<file path="src/design/dmf_pkg.sv">
/*
  Constants shared by the digital input function mapper: function codes, parameter
  numbers, factory defaults, setting values and timing counts.
  Assumes a 100 MHz core clock.
*/
package dmf_pkg;

  localparam int N_INPUTS = 8;
  localparam int FUNC_W = 8;
  localparam int PNUM_W = 16;
  localparam int PDATA_W = 16;

  // Function codes
  localparam logic [FUNC_W-1:0] FN_UNUSED = 8'h00;
  localparam logic [FUNC_W-1:0] FN_RUN_STOP = 8'h01;
  localparam logic [FUNC_W-1:0] FN_GEN_ENABLE = 8'h02;
  localparam logic [FUNC_W-1:0] FN_FAST_STOP = 8'h03;
  localparam logic [FUNC_W-1:0] FN_DIRECTION = 8'h04;
  localparam logic [FUNC_W-1:0] FN_LOCAL_REMOTE_SELECT = 8'h05;
  localparam logic [FUNC_W-1:0] FN_INCHING = 8'h06;
  localparam logic [FUNC_W-1:0] FN_RAMP2 = 8'h08;
  localparam logic [FUNC_W-1:0] FN_SPEED_TORQUE = 8'h09;
  localparam logic [FUNC_W-1:0] FN_JOG_PLUS = 8'h0a;
  localparam logic [FUNC_W-1:0] FN_JOG_MINUS = 8'h0b;
  localparam logic [FUNC_W-1:0] FN_NO_EXT_ALARM = 8'h0c;
  localparam logic [FUNC_W-1:0] FN_FAULT_RESET = 8'h0e;
  localparam logic [FUNC_W-1:0] FN_DISABLE_FLY = 8'h0f;
  localparam logic [FUNC_W-1:0] FN_PARAM_LOCK = 8'h11;
  localparam logic [FUNC_W-1:0] FN_LOAD_USER1 = 8'h12;
  localparam logic [FUNC_W-1:0] FN_LOAD_USER2 = 8'h13;
  localparam logic [FUNC_W-1:0] FN_PID_MAIN = 8'h14;
  localparam logic [FUNC_W-1:0] FN_PID_EXT1 = 8'h15;
  localparam logic [FUNC_W-1:0] FN_PID_EXT2 = 8'h16;
  localparam logic [FUNC_W-1:0] FN_BYPASS = 8'h17;
  localparam logic [FUNC_W-1:0] FN_FIRE = 8'h18;
  localparam logic [FUNC_W-1:0] FUNC_MAX = 8'h18;

  // Parameter numbers on the keypad parameter port
  localparam logic [PNUM_W-1:0] PN_INPUT_STATUS = 16'h000c;
  localparam logic [PNUM_W-1:0] PN_FUNC_BASE = 16'h0107;

  // Factory function codes, input 1 in the low byte
  localparam logic [N_INPUTS*FUNC_W-1:0] FUNC_RESET = 64'h0000_1615_1400_0401;

  // Setting values
  localparam logic [3:0] CT_SENSORLESS = 4'h4;
  localparam logic [3:0] CT_ENCODER = 4'h5;
  localparam logic [3:0] LR_SRC_INPUT = 4'h4;
  localparam logic [1:0] FLY_MODE_A = 2'h1;
  localparam logic [1:0] FLY_MODE_B = 2'h2;
  localparam logic [15:0] KP_UNITY_X100 = 16'h0064;
  localparam logic [15:0] KI_ZERO = 16'h0000;

  // Input filter timing
  localparam int CLK_MHZ = 100;
  localparam int DEBOUNCE_TIME_US = 100;
  localparam int DEBOUNCE_CYCLES = DEBOUNCE_TIME_US * CLK_MHZ;
  localparam int DEBOUNCE_CNT_W = 16;

endpackage : dmf_pkg

</file>
<file path="src/design/dmf_filt_if.sv">
/*
  Bundle of filtered input levels and rising-edge pulses between the input filter
  and the function mapper.
  Assumes both ends run on the same core clock.
*/
interface dmf_filt_if #(parameter int N = 8);
  logic [N-1:0] level;
  logic [N-1:0] rise;
  modport src (output level, output rise);
  modport dst (input level, input rise);
endinterface : dmf_filt_if

</file>
<file path="src/design/dmf_digital_input_function_mapper.sv">
/*
  Digital input function mapper: eight filtered field inputs, each with a function
  code, mapped onto drive commands, mode selects and user-memory load pulses.
  Assumes the keypad parameter port is driven by core logic on mclk_in and the
  drive-state and setting inputs are synchronous to it.
*/
// Functional notes
// - Each of eight inputs has a function code 0..24; 0 means unused.
// - Factory codes: 1, 4, 0, 20, 21, 22, 0, 0 for inputs one to eight.
// - Local/remote input: low local, high remote; only when source setting is 4.
// - Speed/torque acts only with control type 4; low speed, high torque.
// - Torque mode forces speed regulator to gain 1.00 and zero integral.
// - Back in speed mode, the stored speed gains apply again.
// - Jog-plus and jog-minus act only with control type 5 or 4.
// - Control type not 5: high disables flying start; low re-enables if mode 1/2.
// - Rising edge on load-user-1 loads set 1 if it was saved before.
// - Rising edge on load-user-2 loads set 2 if it was saved before.
// - User-memory loads are rejected while the drive output is enabled.
// - Lock input high refuses all parameter changes; low follows password settings.
// - No-external-alarm input low shows the alarm; clears itself when high.
// - PID auto/manual inputs: low automatic, high manual.
// - Same PID code on several inputs: lowest-numbered input wins.
// - Run/stop acts only while enable and fast-stop inputs are active.
// - General enable acts only while run/stop and fast-stop inputs active.
module dmf_digital_input_function_mapper
  import dmf_pkg::*;
#(
  parameter int N_IN = N_INPUTS,
  parameter int DEBOUNCE = DEBOUNCE_CYCLES
) (
  input wire logic mclk_in,
  input wire logic rst_in,
  input wire logic [N_IN-1:0] control_input_n_in,
  input wire logic param_wr_in,
  input wire logic param_rd_in,
  input wire logic [PNUM_W-1:0] param_num_in,
  input wire logic [PDATA_W-1:0] param_wdata_in,
  input wire logic password_ok_in,
  input wire logic [3:0] control_type_select_in,
  input wire logic [3:0] local_remote_source_in,
  input wire logic [1:0] flying_start_mode_in,
  input wire logic [15:0] speed_prop_gain_in,
  input wire logic [15:0] speed_integral_gain_in,
  input wire logic drive_enabled_in,
  input wire logic user1_saved_in,
  input wire logic user2_saved_in,
  output logic [PDATA_W-1:0] param_rdata_out,
  output logic param_ack_out,
  output logic param_nack_out,
  output logic param_lock_out,
  output logic [N_IN-1:0] input_status_out,
  output logic run_stop_out,
  output logic general_enable_out,
  output logic fast_stop_out,
  output logic direction_select_out,
  output logic local_remote_select_out,
  output logic local_remote_from_input_out,
  output logic inching_command_out,
  output logic ramp2_out,
  output logic torque_mode_out,
  output logic [15:0] speed_kp_out,
  output logic [15:0] speed_ki_out,
  output logic jog_plus_out,
  output logic jog_minus_out,
  output logic flying_start_enable_out,
  output logic load_user1_out,
  output logic load_user2_out,
  output logic load_reject_out,
  output logic fault_reset_out,
  output logic external_alarm_indication_out,
  output logic [2:0] pid_manual_out,
  output logic bypass_mode_out,
  output logic fire_mode_out
);

  logic [N_IN*FUNC_W-1:0] func_sel;
  logic [PNUM_W-1:0] sel_idx;
  logic sel_hit;
  logic write_ok;
  logic lock_now;

  dmf_filt_if #(.N(N_IN)) filt ();

  dmf_input_filter #(
    .N(N_IN),
    .CNT_W(DEBOUNCE_CNT_W),
    .DEBOUNCE(DEBOUNCE)
  ) u_filter (
    .mclk_in(mclk_in),
    .rst_in(rst_in),
    .raw_in(control_input_n_in),
    .filt(filt)
  );

  // Result bits: 4 found, 3 first level, 2 all high, 1 any high, 0 any rise
  function automatic logic [4:0] scan(input logic [N_IN*FUNC_W-1:0] sel,
                                      input logic [N_IN-1:0] lv,
                                      input logic [N_IN-1:0] rs,
                                      input logic [FUNC_W-1:0] code);
    logic [4:0] r;
    r = 5'b00100;
    // Downward walk so the lowest-numbered input sets the first level last
    for (int i = N_IN - 1; i >= 0; i--) begin
      if (code != FN_UNUSED && sel[i*FUNC_W +: FUNC_W] == code) begin
        r[4] = 1'b1;
        r[3] = lv[i];
        if (!lv[i]) begin
          r[2] = 1'b0;
        end
        if (lv[i]) begin
          r[1] = 1'b1;
        end
        if (rs[i]) begin
          r[0] = 1'b1;
        end
      end
    end
    return r;
  endfunction : scan

  logic [4:0] s_rs, s_ge, s_fs, s_dir, s_lr, s_inch, s_ramp, s_st, s_jp, s_jm;
  logic [4:0] s_alm, s_rst, s_fly, s_lock, s_lu1, s_lu2, s_pm, s_p1, s_p2, s_byp, s_fire;

  always_comb begin
    s_rs = scan(func_sel, filt.level, filt.rise, FN_RUN_STOP);
    s_ge = scan(func_sel, filt.level, filt.rise, FN_GEN_ENABLE);
    s_fs = scan(func_sel, filt.level, filt.rise, FN_FAST_STOP);
    s_dir = scan(func_sel, filt.level, filt.rise, FN_DIRECTION);
    s_lr = scan(func_sel, filt.level, filt.rise, FN_LOCAL_REMOTE_SELECT);
    s_inch = scan(func_sel, filt.level, filt.rise, FN_INCHING);
    s_ramp = scan(func_sel, filt.level, filt.rise, FN_RAMP2);
    s_st = scan(func_sel, filt.level, filt.rise, FN_SPEED_TORQUE);
    s_jp = scan(func_sel, filt.level, filt.rise, FN_JOG_PLUS);
    s_jm = scan(func_sel, filt.level, filt.rise, FN_JOG_MINUS);
    s_alm = scan(func_sel, filt.level, filt.rise, FN_NO_EXT_ALARM);
    s_rst = scan(func_sel, filt.level, filt.rise, FN_FAULT_RESET);
    s_fly = scan(func_sel, filt.level, filt.rise, FN_DISABLE_FLY);
    s_lock = scan(func_sel, filt.level, filt.rise, FN_PARAM_LOCK);
    s_lu1 = scan(func_sel, filt.level, filt.rise, FN_LOAD_USER1);
    s_lu2 = scan(func_sel, filt.level, filt.rise, FN_LOAD_USER2);
    s_pm = scan(func_sel, filt.level, filt.rise, FN_PID_MAIN);
    s_p1 = scan(func_sel, filt.level, filt.rise, FN_PID_EXT1);
    s_p2 = scan(func_sel, filt.level, filt.rise, FN_PID_EXT2);
    s_byp = scan(func_sel, filt.level, filt.rise, FN_BYPASS);
    s_fire = scan(func_sel, filt.level, filt.rise, FN_FIRE);
  end

  // Parameter port decode
  assign sel_idx = param_num_in - PN_FUNC_BASE;
  assign sel_hit = (param_num_in >= PN_FUNC_BASE) && (sel_idx < PNUM_W'(N_IN));
  assign lock_now = s_lock[1];
  assign write_ok = sel_hit && !lock_now && password_ok_in && (param_wdata_in <= PDATA_W'(FUNC_MAX));

  always_ff @(posedge mclk_in) begin
    if (rst_in) begin
      func_sel <= FUNC_RESET;
    end else if (param_wr_in && write_ok) begin
      func_sel[sel_idx[2:0]*FUNC_W +: FUNC_W] <= param_wdata_in[FUNC_W-1:0];
    end
  end

  always_ff @(posedge mclk_in) begin
    if (rst_in) begin
      param_ack_out <= 1'b0;
      param_nack_out <= 1'b0;
      param_rdata_out <= '0;
    end else begin
      param_ack_out <= 1'b0;
      param_nack_out <= 1'b0;
      if (param_wr_in) begin
        param_ack_out <= write_ok;
        param_nack_out <= !write_ok;
      end else if (param_rd_in) begin
        if (param_num_in == PN_INPUT_STATUS) begin
          param_rdata_out <= PDATA_W'(filt.level);
          param_ack_out <= 1'b1;
        end else if (sel_hit) begin
          param_rdata_out <= PDATA_W'(func_sel[sel_idx[2:0]*FUNC_W +: FUNC_W]);
          param_ack_out <= 1'b1;
        end else begin
          param_rdata_out <= '0;
          param_nack_out <= 1'b1;
        end
      end
    end
  end

  // Drive commands with mutual permissives
  always_ff @(posedge mclk_in) begin
    if (rst_in) begin
      run_stop_out <= 1'b0;
      general_enable_out <= 1'b0;
      fast_stop_out <= 1'b0;
      direction_select_out <= 1'b0;
      inching_command_out <= 1'b0;
      ramp2_out <= 1'b0;
      bypass_mode_out <= 1'b0;
      fire_mode_out <= 1'b0;
      fault_reset_out <= 1'b0;
    end else begin
      run_stop_out <= s_rs[4] && s_rs[3] && s_ge[2] && s_fs[2];
      general_enable_out <= s_ge[4] && s_ge[2] && s_rs[2] && s_fs[2];
      fast_stop_out <= s_fs[4] && !s_fs[2];
      direction_select_out <= s_dir[4] && s_dir[3];
      inching_command_out <= s_inch[4] && s_inch[3];
      ramp2_out <= s_ramp[4] && s_ramp[3];
      bypass_mode_out <= s_byp[4] && s_byp[3];
      fire_mode_out <= s_fire[4] && s_fire[3];
      fault_reset_out <= s_rst[0];
    end
  end

  // Mode selects
  always_ff @(posedge mclk_in) begin
    if (rst_in) begin
      local_remote_select_out <= 1'b0;
      local_remote_from_input_out <= 1'b0;
      pid_manual_out <= '0;
      external_alarm_indication_out <= 1'b0;
      param_lock_out <= 1'b0;
      input_status_out <= '0;
    end else begin
      local_remote_from_input_out <= s_lr[4] && (local_remote_source_in == LR_SRC_INPUT);
      local_remote_select_out <= s_lr[4] && (local_remote_source_in == LR_SRC_INPUT) && s_lr[3];
      pid_manual_out <= {s_p2[4] && s_p2[3], s_p1[4] && s_p1[3], s_pm[4] && s_pm[3]};
      external_alarm_indication_out <= s_alm[4] && !s_alm[2];
      param_lock_out <= lock_now;
      input_status_out <= filt.level;
    end
  end

  // Regulator gain selection
  always_ff @(posedge mclk_in) begin
    if (rst_in) begin
      torque_mode_out <= 1'b0;
      speed_kp_out <= '0;
      speed_ki_out <= '0;
    end else if (control_type_select_in == CT_SENSORLESS && s_st[4] && s_st[3]) begin
      torque_mode_out <= 1'b1;
      speed_kp_out <= KP_UNITY_X100;
      speed_ki_out <= KI_ZERO;
    end else begin
      torque_mode_out <= 1'b0;
      speed_kp_out <= speed_prop_gain_in;
      speed_ki_out <= speed_integral_gain_in;
    end
  end

  // Jog and flying start
  always_ff @(posedge mclk_in) begin
    if (rst_in) begin
      jog_plus_out <= 1'b0;
      jog_minus_out <= 1'b0;
      flying_start_enable_out <= 1'b0;
    end else begin
      jog_plus_out <= (control_type_select_in == CT_SENSORLESS || control_type_select_in == CT_ENCODER)
                      && s_jp[4] && s_jp[3];
      jog_minus_out <= (control_type_select_in == CT_SENSORLESS || control_type_select_in == CT_ENCODER)
                       && s_jm[4] && s_jm[3];
      if (control_type_select_in != CT_ENCODER && s_fly[4] && s_fly[3]) begin
        flying_start_enable_out <= 1'b0;
      end else begin
        flying_start_enable_out <= (flying_start_mode_in == FLY_MODE_A) || (flying_start_mode_in == FLY_MODE_B);
      end
    end
  end

  // User-memory load pulses
  always_ff @(posedge mclk_in) begin
    if (rst_in) begin
      load_user1_out <= 1'b0;
      load_user2_out <= 1'b0;
      load_reject_out <= 1'b0;
    end else begin
      load_user1_out <= s_lu1[0] && !drive_enabled_in && user1_saved_in;
      load_user2_out <= s_lu2[0] && !drive_enabled_in && user2_saved_in;
      load_reject_out <= (s_lu1[0] && (drive_enabled_in || !user1_saved_in))
                         || (s_lu2[0] && (drive_enabled_in || !user2_saved_in));
    end
  end

  AST_FUNC_RANGE: assert property (@(posedge mclk_in) disable iff (rst_in)
    (param_wr_in && param_wdata_in > PDATA_W'(FUNC_MAX)) |=> (param_nack_out && !param_ack_out))
    else $error("Out-of-range function code accepted");

  AST_FACTORY: assert property (@(posedge mclk_in)
    $fell(rst_in) |-> (func_sel == FUNC_RESET))
    else $error("Factory function codes not loaded at reset");

  AST_LOCREM: assert property (@(posedge mclk_in) disable iff (rst_in)
    local_remote_select_out |-> $past(local_remote_source_in == LR_SRC_INPUT && s_lr[3]))
    else $error("Remote selected without input source or high input");

  AST_TORQUE_GAIN: assert property (@(posedge mclk_in) disable iff (rst_in)
    torque_mode_out |-> (speed_kp_out == KP_UNITY_X100 && speed_ki_out == KI_ZERO
                         && $past(control_type_select_in) == CT_SENSORLESS))
    else $error("Torque mode gains wrong");

  AST_SPEED_GAIN: assert property (@(posedge mclk_in) disable iff (rst_in)
    (!torque_mode_out && !$rose(rst_in) && !$past(rst_in)) |-> (speed_kp_out == $past(speed_prop_gain_in)
                          && speed_ki_out == $past(speed_integral_gain_in)))
    else $error("Stored speed gains not restored");

  AST_JOG: assert property (@(posedge mclk_in) disable iff (rst_in)
    (jog_plus_out || jog_minus_out) |-> ($past(control_type_select_in) == CT_SENSORLESS
                                         || $past(control_type_select_in) == CT_ENCODER))
    else $error("Jog honoured in wrong control type");

  AST_FLY: assert property (@(posedge mclk_in) disable iff (rst_in)
    flying_start_enable_out |-> ($past(flying_start_mode_in) == FLY_MODE_A
                                 || $past(flying_start_mode_in) == FLY_MODE_B))
    else $error("Flying start enabled with mode not 1 or 2");

  AST_LOAD_REJECT: assert property (@(posedge mclk_in) disable iff (rst_in)
    ((s_lu1[0] || s_lu2[0]) && drive_enabled_in) |=> (!load_user1_out && !load_user2_out && load_reject_out))
    else $error("User memory loaded while drive enabled");

  AST_LOCK: assert property (@(posedge mclk_in) disable iff (rst_in)
    (param_wr_in && lock_now) |=> (!param_ack_out && param_nack_out))
    else $error("Parameter change accepted while locked");

  AST_ALARM: assert property (@(posedge mclk_in) disable iff (rst_in)
    (s_alm[4] && !s_alm[2]) |=> external_alarm_indication_out)
    else $error("External alarm not shown for low input");

  AST_PID_PRIO: assert property (@(posedge mclk_in) disable iff (rst_in)
    (func_sel[3*FUNC_W +: FUNC_W] == FN_PID_MAIN && func_sel[0 +: FUNC_W] != FN_PID_MAIN
     && func_sel[FUNC_W +: FUNC_W] != FN_PID_MAIN && func_sel[2*FUNC_W +: FUNC_W] != FN_PID_MAIN)
    |=> (pid_manual_out[0] == $past(filt.level[3])))
    else $error("Lowest main PID input does not win");

  AST_RUN_PERMISSIVE: assert property (@(posedge mclk_in) disable iff (rst_in)
    run_stop_out |-> $past(s_ge[2] && s_fs[2] && s_rs[3]))
    else $error("Run command without permissives");

  AST_UNUSED: assert property (@(posedge mclk_in) disable iff (rst_in)
    (func_sel == '0) |=> (!run_stop_out && !general_enable_out && !param_lock_out
                          && pid_manual_out == 3'b000 && !load_reject_out))
    else $error("Unused input had an effect");

endmodule : dmf_digital_input_function_mapper

</file>
<file path="src/design/dmf_input_filter.sv">
/*
  Three-stage synchroniser and debounce filter for N field inputs, with a one-cycle
  rising-edge pulse per clean low-to-high transition.
  Assumes raw inputs are asynchronous; high means +24 V applied.
*/
module dmf_input_filter
  import dmf_pkg::*;
#(
  parameter int N = 8,
  parameter int CNT_W = 16,
  parameter int DEBOUNCE = 10000
) (
  input wire logic mclk_in,
  input wire logic rst_in,
  input wire logic [N-1:0] raw_in,
  dmf_filt_if.src filt
);

  logic [N-1:0] sync1;
  logic [N-1:0] sync2;
  logic [N-1:0] sync3;
  logic [N-1:0] level;
  logic [N-1:0] rise;
  logic [CNT_W-1:0] cnt [N];

  always_ff @(posedge mclk_in) begin
    if (rst_in) begin
      sync1 <= '0;
      sync2 <= '0;
      sync3 <= '0;
    end else begin
      sync1 <= raw_in;
      sync2 <= sync1;
      sync3 <= sync2;
    end
  end

  // Level moves only after the agreed sample differs for a full debounce time
  always_ff @(posedge mclk_in) begin
    if (rst_in) begin
      level <= '0;
      rise <= '0;
      for (int i = 0; i < N; i++) begin
        cnt[i] <= '0;
      end
    end else begin
      for (int i = 0; i < N; i++) begin
        rise[i] <= 1'b0;
        if (sync2[i] == sync3[i] && sync3[i] != level[i]) begin
          if (cnt[i] == CNT_W'(DEBOUNCE - 1)) begin
            level[i] <= sync3[i];
            rise[i] <= sync3[i];
            cnt[i] <= '0;
          end else begin
            cnt[i] <= cnt[i] + 1'b1;
          end
        end else begin
          cnt[i] <= '0;
        end
      end
    end
  end

  assign filt.level = level;
  assign filt.rise = rise;

endmodule : dmf_input_filter

</file>
<file path="config.mk">
export PLATFORM = sky130hd
export DESIGN_NAME = dmf_digital_input_function_mapper
export DESIGN_NICKNAME = d
export VERILOG_FILES = /design/src/design/dmf_pkg.sv /design/src/design/dmf_filt_if.sv /design/src/design/dmf_digital_input_function_mapper.sv /design/src/design/dmf_input_filter.sv
export SDC_FILE = /design/constraint.sdc
export NUM_CORES = 1
export LEC_CHECK = 0
export ABC_CLOCK_PERIOD_IN_PS = 6500
export BUFFER_PORTS_ARGS = -buffer_cell sky130_fd_sc_hd__buf_4
export CAP_MARGIN = 20
export CORE_MARGIN = 8
export CORE_UTILIZATION = 25
export CTS_BUF_LIST = sky130_fd_sc_hd__clkbuf_8
export DETAILED_ROUTE_END_ITERATION = 8
export PLACE_DENSITY_LB_ADDON = 0.15
export SETUP_SLACK_MARGIN = 0.02
export SYNTH_ARGS = -nofsm -noshare
export SYNTH_HDL_FRONTEND = slang
export SYNTH_SLANG_ARGS = --single-unit
</file>
<file path="constraint.sdc">
create_clock -name mclk_in -period 6.5 [get_ports mclk_in]
set_input_delay 0.325 -clock mclk_in [delete_from_list [all_inputs] [get_ports mclk_in]]
set_output_delay 0.325 -clock mclk_in [all_outputs]
set_load 0.1 [all_outputs]
</file>
==> summary.md, run 1 <==
| Metric | Value |
|---|---|
| Synth warn | `0` |
| Cell chain of the critical path | `nor4_1, nand2_1, nor3_1, and4b_1, a221oi_4, buf_4, nor3b_1` |
| Design area | `20900 um^2` |
| Wire per inst | `18.5 um` |
| Die area | `74400 um^2` |
| DRC | `0` |
| Synth top area cells | `edfxtp_1 23%, dfxtp_1 22%, nor2_1 5.6%` |
| Post-CTS Setup Inserts | `0` |
| Status | `completed` |
| Setup violators final | `0` |
| CTS Buf Count | `59` |
| Seq cells post-synth | `305` |
| CP max FO | `32` |
| Max Slew Vio Count | `0` |
| GR Util All Layers | `14.7%` |
| CTS tree | `yes` |
| Dpl ws | `3.02 ns` |
| Clk slew on worst S/H paths | `0.06 ns` |
| CTS H-tree lvls | `2` |
| CTS Buffer Depth | `3` |
| Fraction of registers with async set/reset | `0%` |
| Area share of the largest cell type after synthesis | `23.3%` |
| Worst Hold Launch | `param_rd_in` |
| Cts hold-fix bufs | `58` |
| Origin of the critical flop-to-flop path | `func_sel[36]$_SDFFE_PP1P_` |
| Post-Syn Area per Cell | `9.13 um^2` |
| Hold slack | `0.141 ns` |
| VDD IR max | `118 uV` |
| Non-Filler Instances | `3052` |
| CP max stage delay | `0.84 ns` |
| IO Pins | `171` |
| First-pass GRT wire length | `87.1 mm` |
| Die W | `273 um` |
| Cell taking the most area after synthesis | `edfxtp_1` |
| Dpl cells | `2882` |
| Unrepaired setup endpoints after global routing | `false` |
| Fmax | `318 MHz` |
| Type of origin of the critical path | `register` |
| Layout Skew | `0.0385 ns` |
| P_leak | `7.81 nW` |
| Drt first pass iters | `6` |
| Worst Path Class, Setup | `register to register` |
| Post-DRT Antenna Nets | `0` |
| FILL cells | `6933` |
| Worst EP arrival | `3.66 ns` |
| Pwr/cell area | `213 nW/um^2` |
| Fin crit share | `48.3%` |
| Leading cell types by count after synthesis | `246 x nor2_1, 177 x dfxtp_1, 128 x edfxtp_1` |
| Tightest Hold Check Type | `input pin to register` |
| Final net count | `2242` |
| Syn Inst Count | `1805` |
| Largest net degree at the start of global routing | `62` |
| Crit path from | `func_sel[36]$_SDFFE_PP1P_` |
| Final Hold Viols | `0` |
| Sequential-to-total area share from yosys stat | `44.8%` |
| Vias per cell | `4.91` |
| Clock Latency Late Sink | `0.66 ns` |
| CP max-delay cell | `nor4_1` |
| Measured slew at the worst slew-check pin | `0.958 ns` |
| Remaining Overflow, GRT | `0` |
| Initial antenna violation count | `2` |
| Total of max-cap violations | `0` |
| Max-slew headroom | `35.6%` |
| Rows | `94` |
| Fin crit period | `3.14 ns` |
| Initial Util | `25.2%` |
| Setup_tns | `0 ns` |
| Post-synth EDFFs | `128` |
| Critical Path RT | `7.02 ns` |
| Post-route setup slack | `3.36 ns` |
| Iteration-0 DRC Markers | `1007` |
| CTS Root Buffer Type | `clkbuf_8` |
| Placed inst area | `19000 um^2` |
| IO Port Bufs | `162` |
| TritonCTS Sinks | `305` |
| Core Region | `65500 um^2` |
| Synth-to-layout area growth | `26.7%` |
| Vias | `14990` |
| Number of global-route vias before repair | `15038` |
| CTS resizes | `0` |
| DP HPWL | `42.0 mm` |
| Final core utilization | `31.9%` |
| Post-synth cell types | `84` |
| Final wirelength | `56.4 mm` |
| Die H | `273 um` |
| Count leader, synth | `nor2_1` |
| Cell Area, Synth | `16500 um^2` |
| Share of cells above drive strength 1 | `15.6%` |
| Primary FF master, synth | `dfxtp_1` |
| Critical Path End Type | `register` |
| GP Congestion | `0.977` |
| Power, Total | `4.45 mW` |
## flip-flops by register name, indices dropped and copies added, names as in the netlist, 3 cells and up
signal,flops
u_filter.sync2,8
func_sel,64
input_status_out,8
speed_kp_out,16
u_filter.filt.level,8
pid_manual_out,3
param_rdata_out,8
u_filter.filt.rise,8
u_filter.cnt,128
u_filter.sync3,8
speed_ki_out,16
u_filter.sync1,8
## power by group
group	internal (mW)	switching (mW)
Clock	1.14	0.867
Sequential	2.04	0.0378
Combinational	0.131	0.229
## layer usage
| metal | vias to the layer above | part of all wire [%] | global-route usage (%) |
|---|---|---|---|
| met5 | - | 0 | 0 |
| met2 | 444 | 46 | 23.7 |
| met1 | 7212 | 45 | 19.3 |
| li1 | 7199 | - | - |
| met4 | 0 | 4.2 | 6.50 |
| met3 | 135 | 5.2 | 2.31 |
## worst max-delay path, delay by kind of cell, from the launching register on
| family | cells | cell delay [ns] |
|---|---|---|
| compound gates | 1 | 0.25 |
| simple gates | 5 | 1.99 |
| flops | 1 | 0.36 |
| buf+inv | 1 | 0.37 |
## path summary, 6_finish.rpt
path,end,cells after the start,slack (ns)
worst max-delay path,speed_ki_out[0]$_SDFF_PP0_,7,3.36
worst min-delay path,param_nack_out$_SDFF_PP0_,3,0.14
worst max register to register,speed_ki_out[0]$_SDFF_PP0_,7,3.36
worst min register to register,u_filter.sync2[2]$_SDFF_PP0_,1,0.44
## logic make-up (layout without fill, tap and decap cells)
logic type,count (synthesis),count (layout),synth area share (%)
adders and majority gates,14,14,1.06
muxes,57,57,4.68
xor gates and xnor gates,105,105,5.58
and+or+nand+nor,927,927,29.7
buffers and inverters,131,379,3.43
other,2,137,0.0456
AOI/OAI and AO/OA,264,264,10.6
DFF,305,305,44.8
## cells in the final DEF, fill, tap and decap left out, types with 65 or more instances in the layout
| cell type | count |
|---|---|
| nand3_1 | 98 |
| clkbuf_8 | 77 |
| buf_4 | 183 |
| dfxtp_1 | 177 |
| a21oi_1 | 65 |
| edfxtp_1 | 128 |
| nor2_1 | 246 |
| nor3_1 | 73 |
| conb_1 | 136 |
| nand2_1 | 127 |
## final cells by class
cell class	count	area, um^2	share of cell area [%]
antenna	1	2.50	0.0120
clock buffer	77	1060	5.08
clock inverter	33	215	1.03
inverter	27	101	0.485
multi-input combinational	1503	9060	43.4
sequential	305	7390	35.4
tap	864	1080	5.18
timing repair buffer	242	1970	9.43
(Power assumes the default switching activity.)
==> run 2: changes to the inputs <==
--- a/config.mk
+++ b/config.mk
@@ -5,7 +5,8 @@
 export SDC_FILE = /design/constraint.sdc
 export NUM_CORES = 1
 export LEC_CHECK = 0
-export ABC_CLOCK_PERIOD_IN_PS = 6500
+export ABC_AREA = 1
+export ABC_CLOCK_PERIOD_IN_PS = 2900
 export BUFFER_PORTS_ARGS = -buffer_cell sky130_fd_sc_hd__buf_4
 export CAP_MARGIN = 20
 export CORE_MARGIN = 8
==> constraint.sdc (replaced) <==
create_clock -name mclk_in -period 2.9 [get_ports mclk_in]
set_input_delay 0.145 -clock mclk_in [delete_from_list [all_inputs] [get_ports mclk_in]]
set_output_delay 0.145 -clock mclk_in [all_outputs]
set_load 0.1 [all_outputs]
==> run 2 against run 1 <==
Count of clock-buffer cells in the layout decreased by 3; non-clock buffer count up 44; critical path depth up 5; synthesized area increased by 3.7%; sequential share of layout area is 1.7 points lower; largest power group unchanged; highest routed layer unchanged.
==> summary.md, run 2 <==
| Metric | Value |
|---|---|
| Hold path depth | `8` |
| Syn Inst Count | `2428` |
| Wire per inst | `15.9 um` |
| TritonCTS Sinks | `305` |
| Commonest cells after routing, fill and taps aside | `465 x nand2_1, 421 x nor2_1, 388 x inv_1` |
| Pwr/cell area | `455 nW/um^2` |
| Max reg flops | `128` |
| Iteration-0 DRC Markers | `1573` |
| Sequential-to-total area share from yosys stat | `43.2%` |
| Cell Area, Synth | `17100 um^2` |
| Count leader, synth | `nand2_1` |
| Number of global-route vias before repair | `16903` |
| R2R Setup Slk | `0.09 ns` |
| VDD IR max | `328 uV` |
| Final net count | `2942` |
| Measured slew at the worst slew-check pin | `0.767 ns` |
| Type of origin of the critical path | `register` |
| P_leak | `9.85 nW` |
| Total of max-cap violations | `0` |
| Drt first pass iters | `6` |
| Biggest register | `u_filter.cnt` |
| Final Hold Viols | `0` |
| Cell taking the most area after synthesis | `edfxtp_1` |
| CP max-delay cell | `nor4_1` |
| Vias | `17340` |
| Clk slew on worst S/H paths | `0.07 ns` |
| Fin crit share | `96.9%` |
| CTS H-tree lvls | `2` |
| Post-synth cell types | `52` |
| CTS Buf Count | `58` |
| FILL cells | `7346` |
| IO Port Bufs | `162` |
| Die W | `277 um` |
| Placed inst area | `20000 um^2` |
| Core Region | `68100 um^2` |
| Fmax | `356 MHz` |
| Commonest non-fill, non-tap cell in the layout | `nand2_1` |
| DRC | `0` |
| Power, Total | `9.98 mW` |
| Area share of the largest cell type after synthesis | `22.5%` |
| Worst Path Class, Setup | `register to register` |
| Setup violators final | `0` |
| Critical Path RT | `3.42 ns` |
| Vias per cell | `4.61` |
| Post-Syn Area per Cell | `7.04 um^2` |
| Top Registers | `u_filter.cnt: 128 flops, func_sel: 64 flops` |
| GP Congestion | `0.944` |
| Worst Hold Launch | `param_num_in[13]` |
| Synth warn | `0` |
| Worst EP arrival | `3.32 ns` |
| Reg2Reg Capture Point | `local_remote_select_out$_SDFF_PP0_` |
| Fraction of registers with async set/reset | `0%` |
| CP max stage delay | `0.57 ns` |
| Cell chain of the critical path | `inv_1, buf_4, nor2_1, nand2_1, nor2_1, nor4_1, nand3_1, nand4_1, dlygate4sd3_1, inv_1, o31ai_1, a21oi_1` |
| Unrepaired setup endpoints after global routing | `true` |
| Largest net degree at the start of global routing | `56` |
| Share of cells above drive strength 1 | `11.8%` |
| Leading cell types by count after synthesis | `465 x nand2_1, 423 x nor2_1, 368 x inv_1` |
| DP HPWL | `46.7 mm` |
| Hold EP | `param_rdata_out[3]$_SDFFE_PP0P_` |
| Origin of the critical flop-to-flop path | `func_sel[24]$_SDFFE_PP0P_` |
| Tightest Hold Check Type | `input pin to register` |
| Seq cells post-synth | `305` |
| Final wirelength | `60.0 mm` |
| Design area | `21900 um^2` |
| Initial antenna violation count | `0` |
| Setup_tns | `0 ns` |
| N_diodes | `0` |
| Critical Path End Type | `register` |
| Clock Latency Late Sink | `0.68 ns` |
| Synth-to-layout area growth | `28.3%` |
| Initial Util | `25.1%` |
| IO Pins | `171` |
| Layout Skew | `0.0467 ns` |
| Post-synth EDFFs | `128` |
| Max Slew Vio Count | `0` |
| CTS tree | `yes` |
| Die H | `277 um` |
| Synth top area cells | `edfxtp_1 22%, dfxtp_1 21%, nand2_1 10%` |
| Status | `completed` |
| Primary FF master, synth | `dfxtp_1` |
| Post-DRT Antenna Nets | `0` |
| Die area | `77000 um^2` |
| Max-slew headroom | `48.8%` |
| Rows | `96` |
| First-pass GRT wire length | `92.9 mm` |
| Reg2Reg Depth | `12` |
| GR Util All Layers | `15.1%` |
| CP max FO | `4` |
| Fin crit period | `2.81 ns` |
| Remaining Overflow, GRT | `0` |
| CTS Root Buffer Type | `clkbuf_8` |
| CTS Buffer Depth | `3` |
run 2: final cells by class:
type	instances	area [um^2]	area share, %
Multi-Input combinational cell	1805	8460	38.6
Sequential cell	305	7390	33.7
Timing Repair Buffer	286	2340	10.7
Inverter	382	1430	6.54
Tap cell	882	1100	5.04
Clock buffer	74	1020	4.65
Clock inverter	30	166	0.759
run 2: worst max path at each step:
stage,startpoint,end,slack (ns),cells past startpoint
finish,func_sel[24]$_SDFFE_PP0P_,local_remote_select_out$_SDFF_PP0_,0.09,12
global route,func_sel[8]$_SDFFE_PP0P_,func_sel[35]$_SDFFE_PP0P_,0.04,15
CTS,func_sel[46]$_SDFFE_PP0P_,flying_start_enable_out$_SDFF_PP0_,0.08,13
detailed placement,func_sel[8]$_SDFFE_PP0P_,func_sel[33]$_SDFFE_PP0P_,0.38,15
global placement,param_wdata_in[12],func_sel[59]$_SDFFE_PP0P_,0.40,11
floorplan,param_num_in[0],func_sel[16]$_SDFFE_PP0P_,0.38,12
run 2: layer usage:
metal	part of all wire, %	global-route usage, %	up-vias
met4	4.6	7.28	0
met1	44	19.1	8001
met2	45	24.5	522
met5	0	0	-
li1	-	-	8671
met3	6.1	2.71	146
run 2: per-stage QoR:
step           hold slack (ns)  setup slack, ns  utilization [%]  instances
2_1_floorplan            0.221            0.382                -       2562
3_3_place_gp             0.331            0.402             29.4       3592
3_5_place_dp             0.328            0.383             29.4       3592
4_1_cts                0.00645           0.0819             32.1       3764
5_1_grt                  0.121           0.0388             32.2       3764
6_report                0.0768           0.0906             32.2       3764
run 2: kinds of logic after synthesis:
| group | synth area share, % |
|---|---|
| simple gates | 34.0 |
| buf+inv | 10.3 |
| compound gates | 10.4 |
| flops | 43.2 |
| xor+xnor | 1.03 |
| fa+ha+maj | 1.03 |
| other cells | 0.0440 |
run 2: what timing repair did:
action | CTS | global route
hold buffers | 68 | 0
endpoints found under the setup margin | 0 | 5
hold endpoints to repair | 90 | 0
setup buffers | 0 | 0
gates resized for setup | 0 | 7
run 2: worst max-delay path, delay by kind of cell (launching register included):
| kind | cells | cell delay, ns |
|---|---|---|
| AO/OA/AOI/OAI | 2 | 0.14 |
| buffers and inverters | 4 | 0.83 |
| flip-flops | 1 | 0.34 |
| AND/OR/NAND/NOR | 6 | 1.39 |
run 2: where the power goes:
group	total, mW	switching [mW]	internal [mW]	leakage, nW
Clock	4.31	1.94	2.37	0.690
Combinational	1.00	0.685	0.319	6.40
Sequential	4.66	0.0783	4.58	2.76
Total	9.98	2.70	7.27	9.85
